### config.mk
export PLATFORM = sky130hd
export DESIGN_NAME = adcpc_top
export DESIGN_NICKNAME = d
export VERILOG_FILES = /design/src/inc/adcpc_pkg.sv /design/src/verilog/adcpc_conv_timer.sv /design/src/verilog/adcpc_top.sv
export SDC_FILE = /design/constraint.sdc
export NUM_CORES = 1
export LEC_CHECK = 0
export BUFFER_PORTS_ARGS = -buffer_cell sky130_fd_sc_hd__buf_4
export CAP_MARGIN = 20
export CELL_PAD_IN_SITES_DETAIL_PLACEMENT = 1
export CELL_PAD_IN_SITES_GLOBAL_PLACEMENT = 1
export CORE_MARGIN = 1.5
export CORE_UTILIZATION = 46
export CTS_BUF_LIST = sky130_fd_sc_hd__clkbuf_16
export CTS_CLUSTER_DIAMETER = 150
export DETAILED_ROUTE_END_ITERATION = 10
export PLACE_DENSITY_LB_ADDON = 0.1
export SLEW_MARGIN = 20
export SYNTH_ARGS = -nofsm -noshare
export SYNTH_HDL_FRONTEND = slang
export SYNTH_SLANG_ARGS = --single-unit
export TNS_END_PERCENT = 1
### constraint.sdc
create_clock -name CLK_SYS_I -period 2.86 [get_ports CLK_SYS_I]
set_clock_uncertainty 0.2 [all_clocks]
set_input_delay 0.429 -clock CLK_SYS_I [delete_from_list [all_inputs] [get_ports CLK_SYS_I]]
set_output_delay 0.429 -clock CLK_SYS_I [all_outputs]
set_load 0.005 [all_outputs]
### src/inc/adcpc_pkg.sv
// package: register map, field positions, reset values and timing counts of the converter control
package adcpc_pkg;

  // ==========================================================
  // register bus
  localparam int unsigned ADDR_W = 3;
  localparam int unsigned DATA_W = 8;
  localparam logic [2:0] OFS_CTRL0 = 3'h0;
  localparam logic [2:0] OFS_SETUP = 3'h1;
  localparam logic [2:0] OFS_RESULT = 3'h2;
  localparam logic [2:0] OFS_IRQ_EN = 3'h3;
  localparam logic [2:0] OFS_IRQ_FLAG = 3'h4;

  // ==========================================================
  // field positions
  localparam int unsigned CTRL0_CLK_LSB = 6;
  localparam int unsigned CTRL0_CHS_LSB = 3;
  localparam int unsigned CTRL0_GO_BIT = 2;
  localparam int unsigned CTRL0_ON_BIT = 0;
  localparam int unsigned SETUP_CODE_W = 3;
  localparam int unsigned CONV_IRQ_BIT = 6;

  // ==========================================================
  // implemented-bit masks and reset values
  localparam logic [7:0] CTRL0_WMASK = 8'hFD;
  localparam logic [7:0] SETUP_WMASK = 8'h07;
  localparam logic [7:0] IRQ_WMASK = 8'h40;
  localparam logic [7:0] CTRL0_RST = 8'h00;
  localparam logic [7:0] SETUP_RST = 8'h00;
  localparam logic [7:0] IRQ_EN_RST = 8'h00;
  localparam logic [7:0] IRQ_FLAG_RST = 8'h00;

  // ==========================================================
  // conversion clock dividers (count of system clocks per conversion tick, minus one)
  localparam logic [4:0] DIV2_LAST = 5'h01;
  localparam logic [4:0] DIV8_LAST = 5'h07;
  localparam logic [4:0] DIV32_LAST = 5'h1F;
  // conversion ticks per conversion, minus one
  localparam logic [3:0] CONV_TICK_LAST = 4'h9;

  // ==========================================================
  // conversion sequencer states, gray coded
  typedef enum logic [1:0] {
    ST_IDLE = 2'b00,
    ST_CONV = 2'b01,
    ST_DONE = 2'b11
  } adcpc_state_e;

endpackage

### src/verilog/adcpc_conv_timer.sv
// file: conversion clock divider and conversion length counter
module adcpc_conv_timer
(
  input wire logic CLK_SYS_I,
  input wire logic RESET_I,
  input wire logic clk_en_i,
  input wire logic run_i,
  input wire logic [1:0] clk_sel_i,
  output logic done_o
);

  logic [4:0] presc_ff;
  logic [4:0] nxt_presc;
  logic [3:0] tick_cnt_ff;
  logic [3:0] nxt_tick_cnt;
  logic done_ff;
  logic nxt_done;
  logic [4:0] div_last;

  // divider choice; the internal oscillator code falls back to the slowest divider
  always_comb
  begin
    case (clk_sel_i)
      2'b00: div_last = adcpc_pkg::DIV2_LAST;
      2'b01: div_last = adcpc_pkg::DIV8_LAST;
      default: div_last = adcpc_pkg::DIV32_LAST;
    endcase
  end

  // count prescaler and ticks while running, restart when idle
  always_comb
  begin
    nxt_presc = 5'h00;
    nxt_tick_cnt = 4'h0;
    nxt_done = 1'b0;
    if (run_i && !done_ff)
    begin
      nxt_presc = presc_ff + 5'h01;
      nxt_tick_cnt = tick_cnt_ff;
      if (presc_ff >= div_last)
      begin
        nxt_presc = 5'h00;
        nxt_tick_cnt = tick_cnt_ff + 4'h1;
        if (tick_cnt_ff == adcpc_pkg::CONV_TICK_LAST)
        begin
          nxt_tick_cnt = 4'h0;
          nxt_done = 1'b1; // one-cycle end of conversion
        end
      end
    end
  end

  // registers, frozen while the clock enable is low
  always_ff @(posedge CLK_SYS_I)
  begin
    if (RESET_I)
    begin
      presc_ff <= 5'h00;
      tick_cnt_ff <= 4'h0;
      done_ff <= 1'b0;
    end
    else if (clk_en_i)
    begin
      presc_ff <= nxt_presc;
      tick_cnt_ff <= nxt_tick_cnt;
      done_ff <= nxt_done;
    end
  end

  assign done_o = done_ff;

endmodule

### src/verilog/adcpc_top.sv
// file: converter control registers, pin role decode, conversion sequencing and interrupt
//
// Contract
// upper five bits of port setup register read as zero
// three-bit pin role code in setup bits 2..0, cleared on reset
// pin role code decides which of four pins are analog or digital
// codes 0x1 and 101 take reference from channel three pin, else supply
// software waits an acquisition period after channel change before starting
// both control registers clear to zero on every reset
// result register undefined at power-up and unchanged by other resets
// converter irq enable and flag sit at bit 6, cleared on reset
// setting start bit starts conversion; hardware clears it on completion
// converter enable bit low disables converter and its current
// channel field bits 5..3 selects channels 0..3, higher codes reserved
// completion writes result and sets sticky irq flag until software clears
//
// Added by the designer: the address map and the plain strobed port.
module adcpc_top
(
  input wire logic CLK_SYS_I,
  input wire logic RESET_I,
  input wire logic CLK_EN_I,
  input wire logic [2:0] REG_ADDR_I,
  input wire logic [7:0] REG_WDATA_I,
  input wire logic REG_WR_I,
  input wire logic REG_RD_I,
  output logic [7:0] REG_RDATA_O,
  output logic IRQ_O,
  input wire logic [7:0] ANALOG_CODE_I,
  output logic [3:0] PIN_ANALOG_O,
  output logic VREF_FROM_PIN_O,
  output logic CONV_POWER_O,
  output logic [2:0] CHANNEL_SEL_O,
  output logic SAMPLE_HOLD_O
);

  // ==========================================================
  // declarations
  logic [7:0] ctrl0_ff;
  logic [7:0] nxt_ctrl0;
  logic [7:0] setup_ff;
  logic [7:0] nxt_setup;
  logic [7:0] irq_en_ff;
  logic [7:0] nxt_irq_en;
  logic [7:0] irq_flag_ff;
  logic [7:0] nxt_irq_flag;
  logic [7:0] result_ff;
  logic [7:0] nxt_result;
  logic [7:0] rdata_ff;
  logic [7:0] nxt_rdata;
  logic irq_ff;
  logic nxt_irq;
  adcpc_pkg::adcpc_state_e state_ff;
  adcpc_pkg::adcpc_state_e nxt_state;
  logic [3:0] pin_analog_ff;
  logic [3:0] nxt_pin_analog;
  logic vref_pin_ff;
  logic nxt_vref_pin;
  logic power_ff;
  logic nxt_power;
  logic [2:0] chan_ff;
  logic [2:0] nxt_chan;
  logic sample_ff;
  logic nxt_sample;
  logic [7:0] code_meta_ff;
  logic [7:0] code_sync_ff;
  logic conv_done;
  logic timer_run;
  logic wr_ctrl0;
  logic wr_setup;
  logic wr_irq_en;
  logic wr_irq_flag;
  logic [2:0] role_code;

  // ==========================================================
  // write decode
  assign wr_ctrl0 = REG_WR_I && (REG_ADDR_I == adcpc_pkg::OFS_CTRL0);
  assign wr_setup = REG_WR_I && (REG_ADDR_I == adcpc_pkg::OFS_SETUP);
  assign wr_irq_en = REG_WR_I && (REG_ADDR_I == adcpc_pkg::OFS_IRQ_EN);
  assign wr_irq_flag = REG_WR_I && (REG_ADDR_I == adcpc_pkg::OFS_IRQ_FLAG);
  assign role_code = nxt_setup[adcpc_pkg::SETUP_CODE_W-1:0];

  // ==========================================================
  // analog code from the converter macro crosses in through two flops
  always_ff @(posedge CLK_SYS_I)
  begin
    if (RESET_I)
    begin
      code_meta_ff <= 8'h00;
      code_sync_ff <= 8'h00;
    end
    else if (CLK_EN_I)
    begin
      code_meta_ff <= ANALOG_CODE_I;
      code_sync_ff <= code_meta_ff;
    end
  end

  // ==========================================================
  // conversion length timer
  assign timer_run = (state_ff == adcpc_pkg::ST_CONV) && ctrl0_ff[adcpc_pkg::CTRL0_GO_BIT];

  adcpc_conv_timer u_timer
  (
    .CLK_SYS_I(CLK_SYS_I),
    .RESET_I(RESET_I),
    .clk_en_i(CLK_EN_I),
    .run_i(timer_run),
    .clk_sel_i(ctrl0_ff[adcpc_pkg::CTRL0_CLK_LSB +: 2]),
    .done_o(conv_done)
  );

  // ==========================================================
  // control registers and conversion sequencer
  always_comb
  begin
    nxt_ctrl0 = ctrl0_ff;
    nxt_setup = setup_ff;
    nxt_irq_en = irq_en_ff;
    nxt_state = state_ff;
    // software writes only implemented bits; the rest stay zero
    if (wr_ctrl0)
    begin
      nxt_ctrl0 = REG_WDATA_I & adcpc_pkg::CTRL0_WMASK;
    end
    if (wr_setup)
    begin
      nxt_setup = REG_WDATA_I & adcpc_pkg::SETUP_WMASK;
    end
    if (wr_irq_en)
    begin
      nxt_irq_en = REG_WDATA_I & adcpc_pkg::IRQ_WMASK;
    end
    // a start with the converter off is dropped at once
    if (!nxt_ctrl0[adcpc_pkg::CTRL0_ON_BIT])
    begin
      nxt_ctrl0[adcpc_pkg::CTRL0_GO_BIT] = 1'b0;
    end
    case (state_ff)
      adcpc_pkg::ST_IDLE:
      begin
        if (ctrl0_ff[adcpc_pkg::CTRL0_GO_BIT])
        begin
          nxt_state = adcpc_pkg::ST_CONV;
        end
      end
      adcpc_pkg::ST_CONV:
      begin
        if (!ctrl0_ff[adcpc_pkg::CTRL0_GO_BIT])
        begin
          nxt_state = adcpc_pkg::ST_IDLE; // aborted by software or power-down
        end
        else if (conv_done)
        begin
          nxt_ctrl0[adcpc_pkg::CTRL0_GO_BIT] = 1'b0;
          nxt_state = adcpc_pkg::ST_DONE;
        end
      end
      adcpc_pkg::ST_DONE:
      begin
        nxt_state = adcpc_pkg::ST_IDLE;
      end
      default:
      begin
        nxt_state = adcpc_pkg::ST_IDLE;
      end
    endcase
  end

  // control registers clear on every reset
  always_ff @(posedge CLK_SYS_I)
  begin
    if (RESET_I)
    begin
      ctrl0_ff <= adcpc_pkg::CTRL0_RST;
      setup_ff <= adcpc_pkg::SETUP_RST;
      irq_en_ff <= adcpc_pkg::IRQ_EN_RST;
      state_ff <= adcpc_pkg::ST_IDLE;
    end
    else if (CLK_EN_I)
    begin
      ctrl0_ff <= nxt_ctrl0;
      setup_ff <= nxt_setup;
      irq_en_ff <= nxt_irq_en;
      state_ff <= nxt_state;
    end
  end

  // ==========================================================
  // result capture and sticky interrupt flag
  always_comb
  begin
    nxt_result = result_ff;
    nxt_irq_flag = irq_flag_ff;
    // writing one clears the flag
    if (wr_irq_flag)
    begin
      nxt_irq_flag = irq_flag_ff & ~(REG_WDATA_I & adcpc_pkg::IRQ_WMASK);
    end
    // completion wins over a clear in the same cycle
    if ((state_ff == adcpc_pkg::ST_CONV) && ctrl0_ff[adcpc_pkg::CTRL0_GO_BIT] && conv_done)
    begin
      nxt_result = code_sync_ff;
      nxt_irq_flag[adcpc_pkg::CONV_IRQ_BIT] = 1'b1;
    end
    nxt_irq = |(nxt_irq_flag & nxt_irq_en);
  end

  // result has no reset so it survives every reset
  always_ff @(posedge CLK_SYS_I)
  begin
    if (CLK_EN_I)
    begin
      result_ff <= nxt_result;
    end
  end

  // flag and interrupt line
  always_ff @(posedge CLK_SYS_I)
  begin
    if (RESET_I)
    begin
      irq_flag_ff <= adcpc_pkg::IRQ_FLAG_RST;
      irq_ff <= 1'b0;
    end
    else if (CLK_EN_I)
    begin
      irq_flag_ff <= nxt_irq_flag;
      irq_ff <= nxt_irq;
    end
  end

  // ==========================================================
  // pin roles, reference choice and converter controls
  always_comb
  begin
    // channels 0 and 1 go digital only for codes 11x
    nxt_pin_analog[0] = ~(role_code[2] & role_code[1]);
    nxt_pin_analog[1] = ~(role_code[2] & role_code[1]);
    // channel 2 is digital whenever the top code bit is set
    nxt_pin_analog[2] = ~role_code[2];
    // channel 3 is analog for 0x0 and 100, reference or digital otherwise
    nxt_pin_analog[3] = ~role_code[0] & ~(role_code[2] & role_code[1]);
    nxt_vref_pin = role_code[0] & ~(role_code[2] & role_code[1]);
    nxt_power = nxt_ctrl0[adcpc_pkg::CTRL0_ON_BIT];
    nxt_chan = nxt_ctrl0[adcpc_pkg::CTRL0_CHS_LSB +: 3];
    // sampling capacitor tracks the channel while powered, except while converting
    nxt_sample = nxt_power && (nxt_state != adcpc_pkg::ST_CONV);
  end

  always_ff @(posedge CLK_SYS_I)
  begin
    if (RESET_I)
    begin
      pin_analog_ff <= 4'hF;
      vref_pin_ff <= 1'b0;
      power_ff <= 1'b0;
      chan_ff <= 3'h0;
      sample_ff <= 1'b0;
    end
    else if (CLK_EN_I)
    begin
      pin_analog_ff <= nxt_pin_analog;
      vref_pin_ff <= nxt_vref_pin;
      power_ff <= nxt_power;
      chan_ff <= nxt_chan;
      sample_ff <= nxt_sample;
    end
  end

  // ==========================================================
  // read data, valid only in the cycle after the read strobe
  always_comb
  begin
    nxt_rdata = 8'h00;
    if (REG_RD_I)
    begin
      case (REG_ADDR_I)
        adcpc_pkg::OFS_CTRL0: nxt_rdata = ctrl0_ff;
        adcpc_pkg::OFS_SETUP: nxt_rdata = setup_ff & adcpc_pkg::SETUP_WMASK;
        adcpc_pkg::OFS_RESULT: nxt_rdata = result_ff;
        adcpc_pkg::OFS_IRQ_EN: nxt_rdata = irq_en_ff;
        adcpc_pkg::OFS_IRQ_FLAG: nxt_rdata = irq_flag_ff;
        default: nxt_rdata = 8'h00; // unmapped reads zero
      endcase
    end
  end

  always_ff @(posedge CLK_SYS_I)
  begin
    if (RESET_I)
    begin
      rdata_ff <= 8'h00;
    end
    else if (CLK_EN_I)
    begin
      rdata_ff <= nxt_rdata;
    end
  end

  // ==========================================================
  // outputs straight from flops
  assign REG_RDATA_O = rdata_ff;
  assign IRQ_O = irq_ff;
  assign PIN_ANALOG_O = pin_analog_ff;
  assign VREF_FROM_PIN_O = vref_pin_ff;
  assign CONV_POWER_O = power_ff;
  assign CHANNEL_SEL_O = chan_ff;
  assign SAMPLE_HOLD_O = sample_ff;

endmodule

==> metrics, run 1 <==
leakage 1.324 nW; worst-skew pair later-pin latency 0.32 ns; Port Buffers 42; number of cells on the worst hold path 3; share of the clock period used by the worst path after layout 69.06%; post-CTS setup buffers 0; yosys warns 0; result of the run finished clean; ant diodes 0; Die H 79.83 um; maximum number of pins on one net before global-route repair 48; sort of element at the start of the critical path flip-flop; Clock Pin Slew Worst Setup and Hold Paths 0.06 ns; number of buffers inserted during clock tree synthesis 9; nets 344; crit end category flip-flop; logic depth of the worst register-to-register path 6; # resized after CTS 0; number of maximum-capacitance violations 0; highest attainable clock frequency 506.3 MHz; HPWL after DPL 4495 um; Placer Congestion 0.7442; per-cell via count in the routed design 5.559; Final Critical Period 1.975 ns; initial core utilization 48.42%; library cell used as clock root buffer sky130_fd_sc_hd__clkbuf_16; Die Area 6372 um^2; normalized max-slew margin 56.64%; vias 2168; antenna violations before repair 0; iteration count of the initial detailed-routing pass 4; peak supply drop 0.0004175 V; TNS Setup 0 ns; Final Hold Viols 0; mean instance size in the synthesized netlist 9.767 um^2; ys async rst share 0%; clock buffer depth 2; kind of critical path reg2reg; wire length per cell 16.46 um; fraction of layout instances using a drive strength above 1 21.38%; Crit path arrival time 1.95 ns; count of hold-fix buffers inserted at cts 0; Worst EP required 2.84 ns; mapped cell area 2715 um^2; core outline area 5608 um^2; number of flops mapped to enable cells by yosys 8; highest-count cells in the layout ignoring fill and taps sky130_fd_sc_hd__dfxtp_1, sky130_fd_sc_hd__buf_4, sky130_fd_sc_hd__nor2_1; RSZ-0062 raised after global routing no; wire length of the first global-routing pass 10750 um; number of synthesized register bits 62; slack of the critical path 0.8850 ns; placement row count 27; total DRC errors in the routed layout 0; number of nets with antenna violations after detailed routing 0; number of sinks driven by the clock tree 62; combined global-route utilization of all metal layers 22.32%; worst slack at placement 0.7358 ns; top flip-flop cell by instance count after synthesis sky130_fd_sc_hd__dfxtp_1; wirelength, routed 6418 um; syn nets 309; Total Power 2.095 mW; most common cell after layout, fill and taps aside sky130_fd_sc_hd__dfxtp_1; via count of the first global-routing pass 2158; layout-stage area growth over the synthesis result 22.21%; power density over cell area 631.3 nW/um^2; Congestion Overflow GR 0; width of the die 79.83 um; I/O pin count 43; Max FO, Critical Path 7; cells after synthesis 278; drt initial violations 99; CTS tree built; transition time at the pin with the least slew margin 0.6477 ns; register area share after synthesis 48.66%; Final setup violation count 0; Max Slew Vio Count 0; worst min-delay path class in2reg; post-synth cell types 50; number of levels the H-tree was split into 3
## kinds of logic after synthesis
kind of cell,Yosys count,synth area share (%)
buffers and inverters,27,4.931
muxes,29,10.97
AOI/OAI and AO/OA,52,12.40
adders and majority gates,7,3.226
DFF,62,48.66
xor gates and xnor gates,5,1.613
and+or+nand+nor,96,18.20
## critical path, cell delays in order, from the launching register on
cell and delay (ns):
sky130_fd_sc_hd__dfxtp_1 0.37, sky130_fd_sc_hd__nor2_1 0.09, sky130_fd_sc_hd__ha_1 0.28, sky130_fd_sc_hd__o211ai_1 0.10, sky130_fd_sc_hd__o211a_1 0.27, sky130_fd_sc_hd__o21ai_1 0.39, sky130_fd_sc_hd__mux2i_1 0.14
## final cells by class
type | count | area [um^2]
timing repair buffer | 44 | 330.3
tap | 72 | 90.09
multi-input combinational | 189 | 1260
inverter | 7 | 26.28
clock buffer | 9 | 225.2
clock inverter | 7 | 65.06
sequential | 62 | 1321
fill | 648 | 2290
## Yosys cell counts, drive strengths merged (4+ instances only)
cell type	count	area, um^2
a21oi	21	105.1
a22oi	4	30.03
buf	16	92.59
clkbuf	4	15.01
dfxtp	54	1081
edfxtp	8	240.2
ha	7	87.58
inv	7	26.28
mux2i	26	264.0
nand2	23	86.33
nand3	15	75.07
nor2	34	135.1
o21ai	9	45.04
## routing by layer
metal | global-route usage (%) | part of all wire (%) | vias up
li1 | - | - | 1062
met1 | 29.08 | 48 | 1069
met2 | 36.53 | 47 | 29
met3 | 5.143 | 3.2 | 8
met4 | 7.241 | 1.2 | 0
met5 | 0 | 0 | -
## state kept, by name, summed over array words and instances (netlist names), 3 cells and up
register             cells
ctrl0_ff                 7
result_ff                8
PIN_ANALOG_O             3
setup_ff                 3
REG_RDATA_O              8
u_timer.tick_cnt_ff      4
u_timer.presc_ff         5
code_meta_ff             8
code_sync_ff             8
## where the power goes
group,leakage [nW],internal [mW],total [mW],switching [mW]
Sequential,0.523,0.900,0.913,0.0129
Combinational,0.660,0.0599,0.133,0.0726
Clock,0.141,0.667,1.05,0.383
## path summary, 6_finish.rpt
check / startpoint / to / slack, ns
hold reg to reg: code_sync_ff[5]$_SDFFE_PP0P_ / result_ff[5]$_DFFE_PP_ / 0.23
setup / recovery: ctrl0_ff[7]$_SDFFE_PP0P_ / u_timer.tick_cnt_ff[0]$_SDFFE_PP0P_ / 0.88
setup reg to reg: ctrl0_ff[7]$_SDFFE_PP0P_ / u_timer.tick_cnt_ff[0]$_SDFFE_PP0P_ / 0.88
hold / removal: ANALOG_CODE_I[2] / code_meta_ff[2]$_SDFFE_PP0P_ / 0.15
## through the flow
step,util (%),std cells,hold slack (ns),area (um^2)
2_1_floorplan,-,278,0.2076,2715
3_3_place_gp,53.99,374,0.2197,3028
3_5_place_dp,53.99,374,0.2196,3028
4_1_cts,59.17,390,0.1426,3318
5_1_grt,59.17,390,0.1567,3318
6_report,59.17,390,0.1452,3318
No activity file was read; power rests on OpenSTA's default activity.
==> run 2: changes to the inputs <==
--- a/config.mk
+++ b/config.mk
@@ -10,7 +10,7 @@
 export CELL_PAD_IN_SITES_DETAIL_PLACEMENT = 1
 export CELL_PAD_IN_SITES_GLOBAL_PLACEMENT = 1
 export CORE_MARGIN = 1.5
-export CORE_UTILIZATION = 46
+export CORE_UTILIZATION = 43
 export CTS_BUF_LIST = sky130_fd_sc_hd__clkbuf_16
 export CTS_CLUSTER_DIAMETER = 150
 export DETAILED_ROUTE_END_ITERATION = 10
==> constraint.sdc (replaced) <==
create_clock -name CLK_SYS_I -period 1.98 [get_ports CLK_SYS_I]
set_clock_uncertainty 0.2 [all_clocks]
set_input_delay 0.297 -clock CLK_SYS_I [delete_from_list [all_inputs] [get_ports CLK_SYS_I]]
set_output_delay 0.297 -clock CLK_SYS_I [all_outputs]
set_load 0.005 [all_outputs]
==> run 2 against run 1 <==
Against the previous run:
- sequential share of layout area down 0.49 points
- core utilization down 3.4 points
- routed wire length up 4.3%
- final cell count up 1.8%
- global-route usage down 0.74 points
- hold slack worse by 0.14 ns
- final area up 1.2%
- die area up 6.7%
- combinational power up 58%
- via count down 1.2%
- critical endpoint unchanged
- largest power group unchanged
==> metrics, run 2 (synthesis results as in run 1) <==
result of the run finished clean (unchanged); iteration count of the initial detailed-routing pass 4 (unchanged); antenna violations before repair 0 (unchanged); global routing usage on met3 4.176% (was 5.143%); Sw Pwr 734.8 uW (was 468.1 uW); combined global-route utilization of all metal layers 21.58% (was 22.32%); most crowded layer after global routing met2 (unchanged); wire length per cell 16.86 um (was 16.46 um); I/O pin count 43 (unchanged); via count of the first global-routing pass 2134 (was 2158); per-cell via count in the routed design 5.393 (was 5.559); Sequential Power Share 44.1% (was 43.6%); Total Power 2.993 mW (was 2.095 mW); Congestion Overflow GR 0 (unchanged); wire length of the first global-routing pass 10760 um (was 10750 um); peak supply drop 0.0004637 V (was 0.0004175 V); met1 global-route usage 29.03% (was 29.08%); post-route standard cell area excluding fillers 3359 um^2 (was 3318 um^2); width of the die 82.46 um (was 79.83 um); slack of the critical path 0.1305 ns (was 0.8850 ns); Crit path arrival time 1.85 ns (was 1.95 ns); Port Buffers 42 (unchanged); number of levels the H-tree was split into 3 (unchanged); Final Hold Viols 0 (unchanged); fraction of layout instances using a drive strength above 1 22.98% (was 21.38%); layout-stage area growth over the synthesis result 23.73% (was 22.21%); count of hold-fix buffers inserted at cts 0 (unchanged); placement row count 28 (was 27); Die Area 6800 um^2 (was 6372 um^2); Worst EP required 1.98 ns (was 2.84 ns); CTS tree built (unchanged); crit end category flip-flop (unchanged); drt initial violations 118 (was 99); worst slack at placement -0.02111 ns (was 0.7358 ns); HPWL after DPL 4413 um (was 4495 um); leakage 1.326 nW (was 1.324 nW); Clock Pin Slew Worst Setup and Hold Paths 0.06 ns (about the same); standard cell area after detailed placement 3062 um^2 (was 3028 um^2); clock buffer depth 2 (unchanged); maximum number of pins on one net before global-route repair 29 (was 48); worst min-delay path class in2reg (unchanged); core outline area 6026 um^2 (was 5608 um^2); global-route met2 utilization 33.90% (was 36.53%); sort of element at the start of the critical path flip-flop (unchanged); total DRC errors in the routed layout 0 (unchanged); Placer Congestion 0.8010 (was 0.7442); Die H 82.46 um (was 79.83 um); nets 348 (was 344); number of maximum-capacitance violations 0 (unchanged); Max FO, Critical Path 7 (unchanged); transition time at the pin with the least slew margin 0.7575 ns (was 0.6477 ns); TNS Setup 0 ns (unchanged); ant diodes 0 (unchanged); highest attainable clock frequency 540.7 MHz (was 506.3 MHz); combinational share of power 7.0% (was 6.3%); initial core utilization 45.06% (was 48.42%); worst hold slack 0.006118 ns (was 0.1452 ns); worst-skew pair later-pin latency 0.33 ns (was 0.32 ns); most common cell after layout, fill and taps aside sky130_fd_sc_hd__dfxtp_1 (unchanged); library cell used as clock root buffer sky130_fd_sc_hd__clkbuf_16 (unchanged); number of sinks driven by the clock tree 62 (unchanged); Final setup violation count 0 (unchanged); number of nets with antenna violations after detailed routing 0 (unchanged); normalized max-slew margin 49.39% (was 56.64%); power density over cell area 890.9 nW/um^2 (was 631.3 nW/um^2); Max Slew Vio Count 0 (unchanged); kind of critical path reg2reg (unchanged); Clk pwr share 48.9% (was 50.1%); Cell Int Power 2.258 mW (was 1.627 mW); vias 2141 (was 2168); number of buffers inserted during clock tree synthesis 9 (unchanged); Final Critical Period 1.849 ns (was 1.975 ns); wirelength, routed 6695 um (was 6418 um); share of the clock period used by the worst path after layout 93.41% (was 69.06%); net switching share of the total power 24.55% (was 22.35%); highest-count cells in the layout ignoring fill and taps sky130_fd_sc_hd__dfxtp_1, sky130_fd_sc_hd__buf_4, sky130_fd_sc_hd__nor2_1 (unchanged)
[run 2: power groups by stage]
stage               sequential, mW  clock, mW  combinational (mW)
global route                  1.32       1.54               0.232
detailed placement            1.35          0               0.206
global placement              1.35          0               0.203
CTS                           1.32       1.49               0.210
floorplan                     1.34          0               0.124
finish                        1.32       1.46               0.210
[run 2: worst max-delay path, cell delays in order, from the launching register on]
cell and delay (ns):
sky130_fd_sc_hd__dfxtp_1 0.34, sky130_fd_sc_hd__nor2_1 0.18, sky130_fd_sc_hd__ha_1 0.24, sky130_fd_sc_hd__o211ai_1 0.12, sky130_fd_sc_hd__o211a_1 0.30, sky130_fd_sc_hd__o21ai_4 0.24
sky130_fd_sc_hd__mux2i_1 0.11
[run 2: metal layers]
layer / part of all wire, % / vias to the layer above
met5: 0 / -
met1: 49 / 1028
li1: - / 1071
met4: 1.2 / 0
met3: 3.2 / 8
met2: 47 / 34
[run 2: timing repair]
action	4_1_cts	5_1_grt
endpoints found under the setup margin	7	8
resized for setup	1	2
endpoints found under the hold margin	0	0
setup buffers	0	0
cloned	0	0
[run 2: worst paths after layout]
kind / from / endpoint / slack [ns] / depth (start not counted)
worst max-delay path: ctrl0_ff[6]$_SDFFE_PP0P_ / u_timer.tick_cnt_ff[0]$_SDFFE_PP0P_ / 0.13 / 6
worst min-delay path: ANALOG_CODE_I[7] / code_meta_ff[7]$_SDFFE_PP0P_ / 0.006 / 3
worst max register to register: ctrl0_ff[6]$_SDFFE_PP0P_ / u_timer.tick_cnt_ff[0]$_SDFFE_PP0P_ / 0.13 / 6
worst min register to register: code_sync_ff[3]$_SDFFE_PP0P_ / result_ff[3]$_DFFE_PP_ / 0.24 / 0
[run 2: layout make-up]
type / count / area (um^2)
fillers: 706 / 2666
clock inverters: 7 / 56.30
inverters: 7 / 26.28
clock buffers: 9 / 225.2
repair buffers: 48 / 360.3
well taps: 75 / 93.84
multi-input cells: 189 / 1276
flip-flops and latches: 62 / 1321
[run 2: stage by stage]
stage,util (%),std cells
final,55.75,397
after global routing,55.75,397
after CTS,55.54,397
after detailed placement,50.81,381
after global placement,50.81,381
after floorplan,-,278
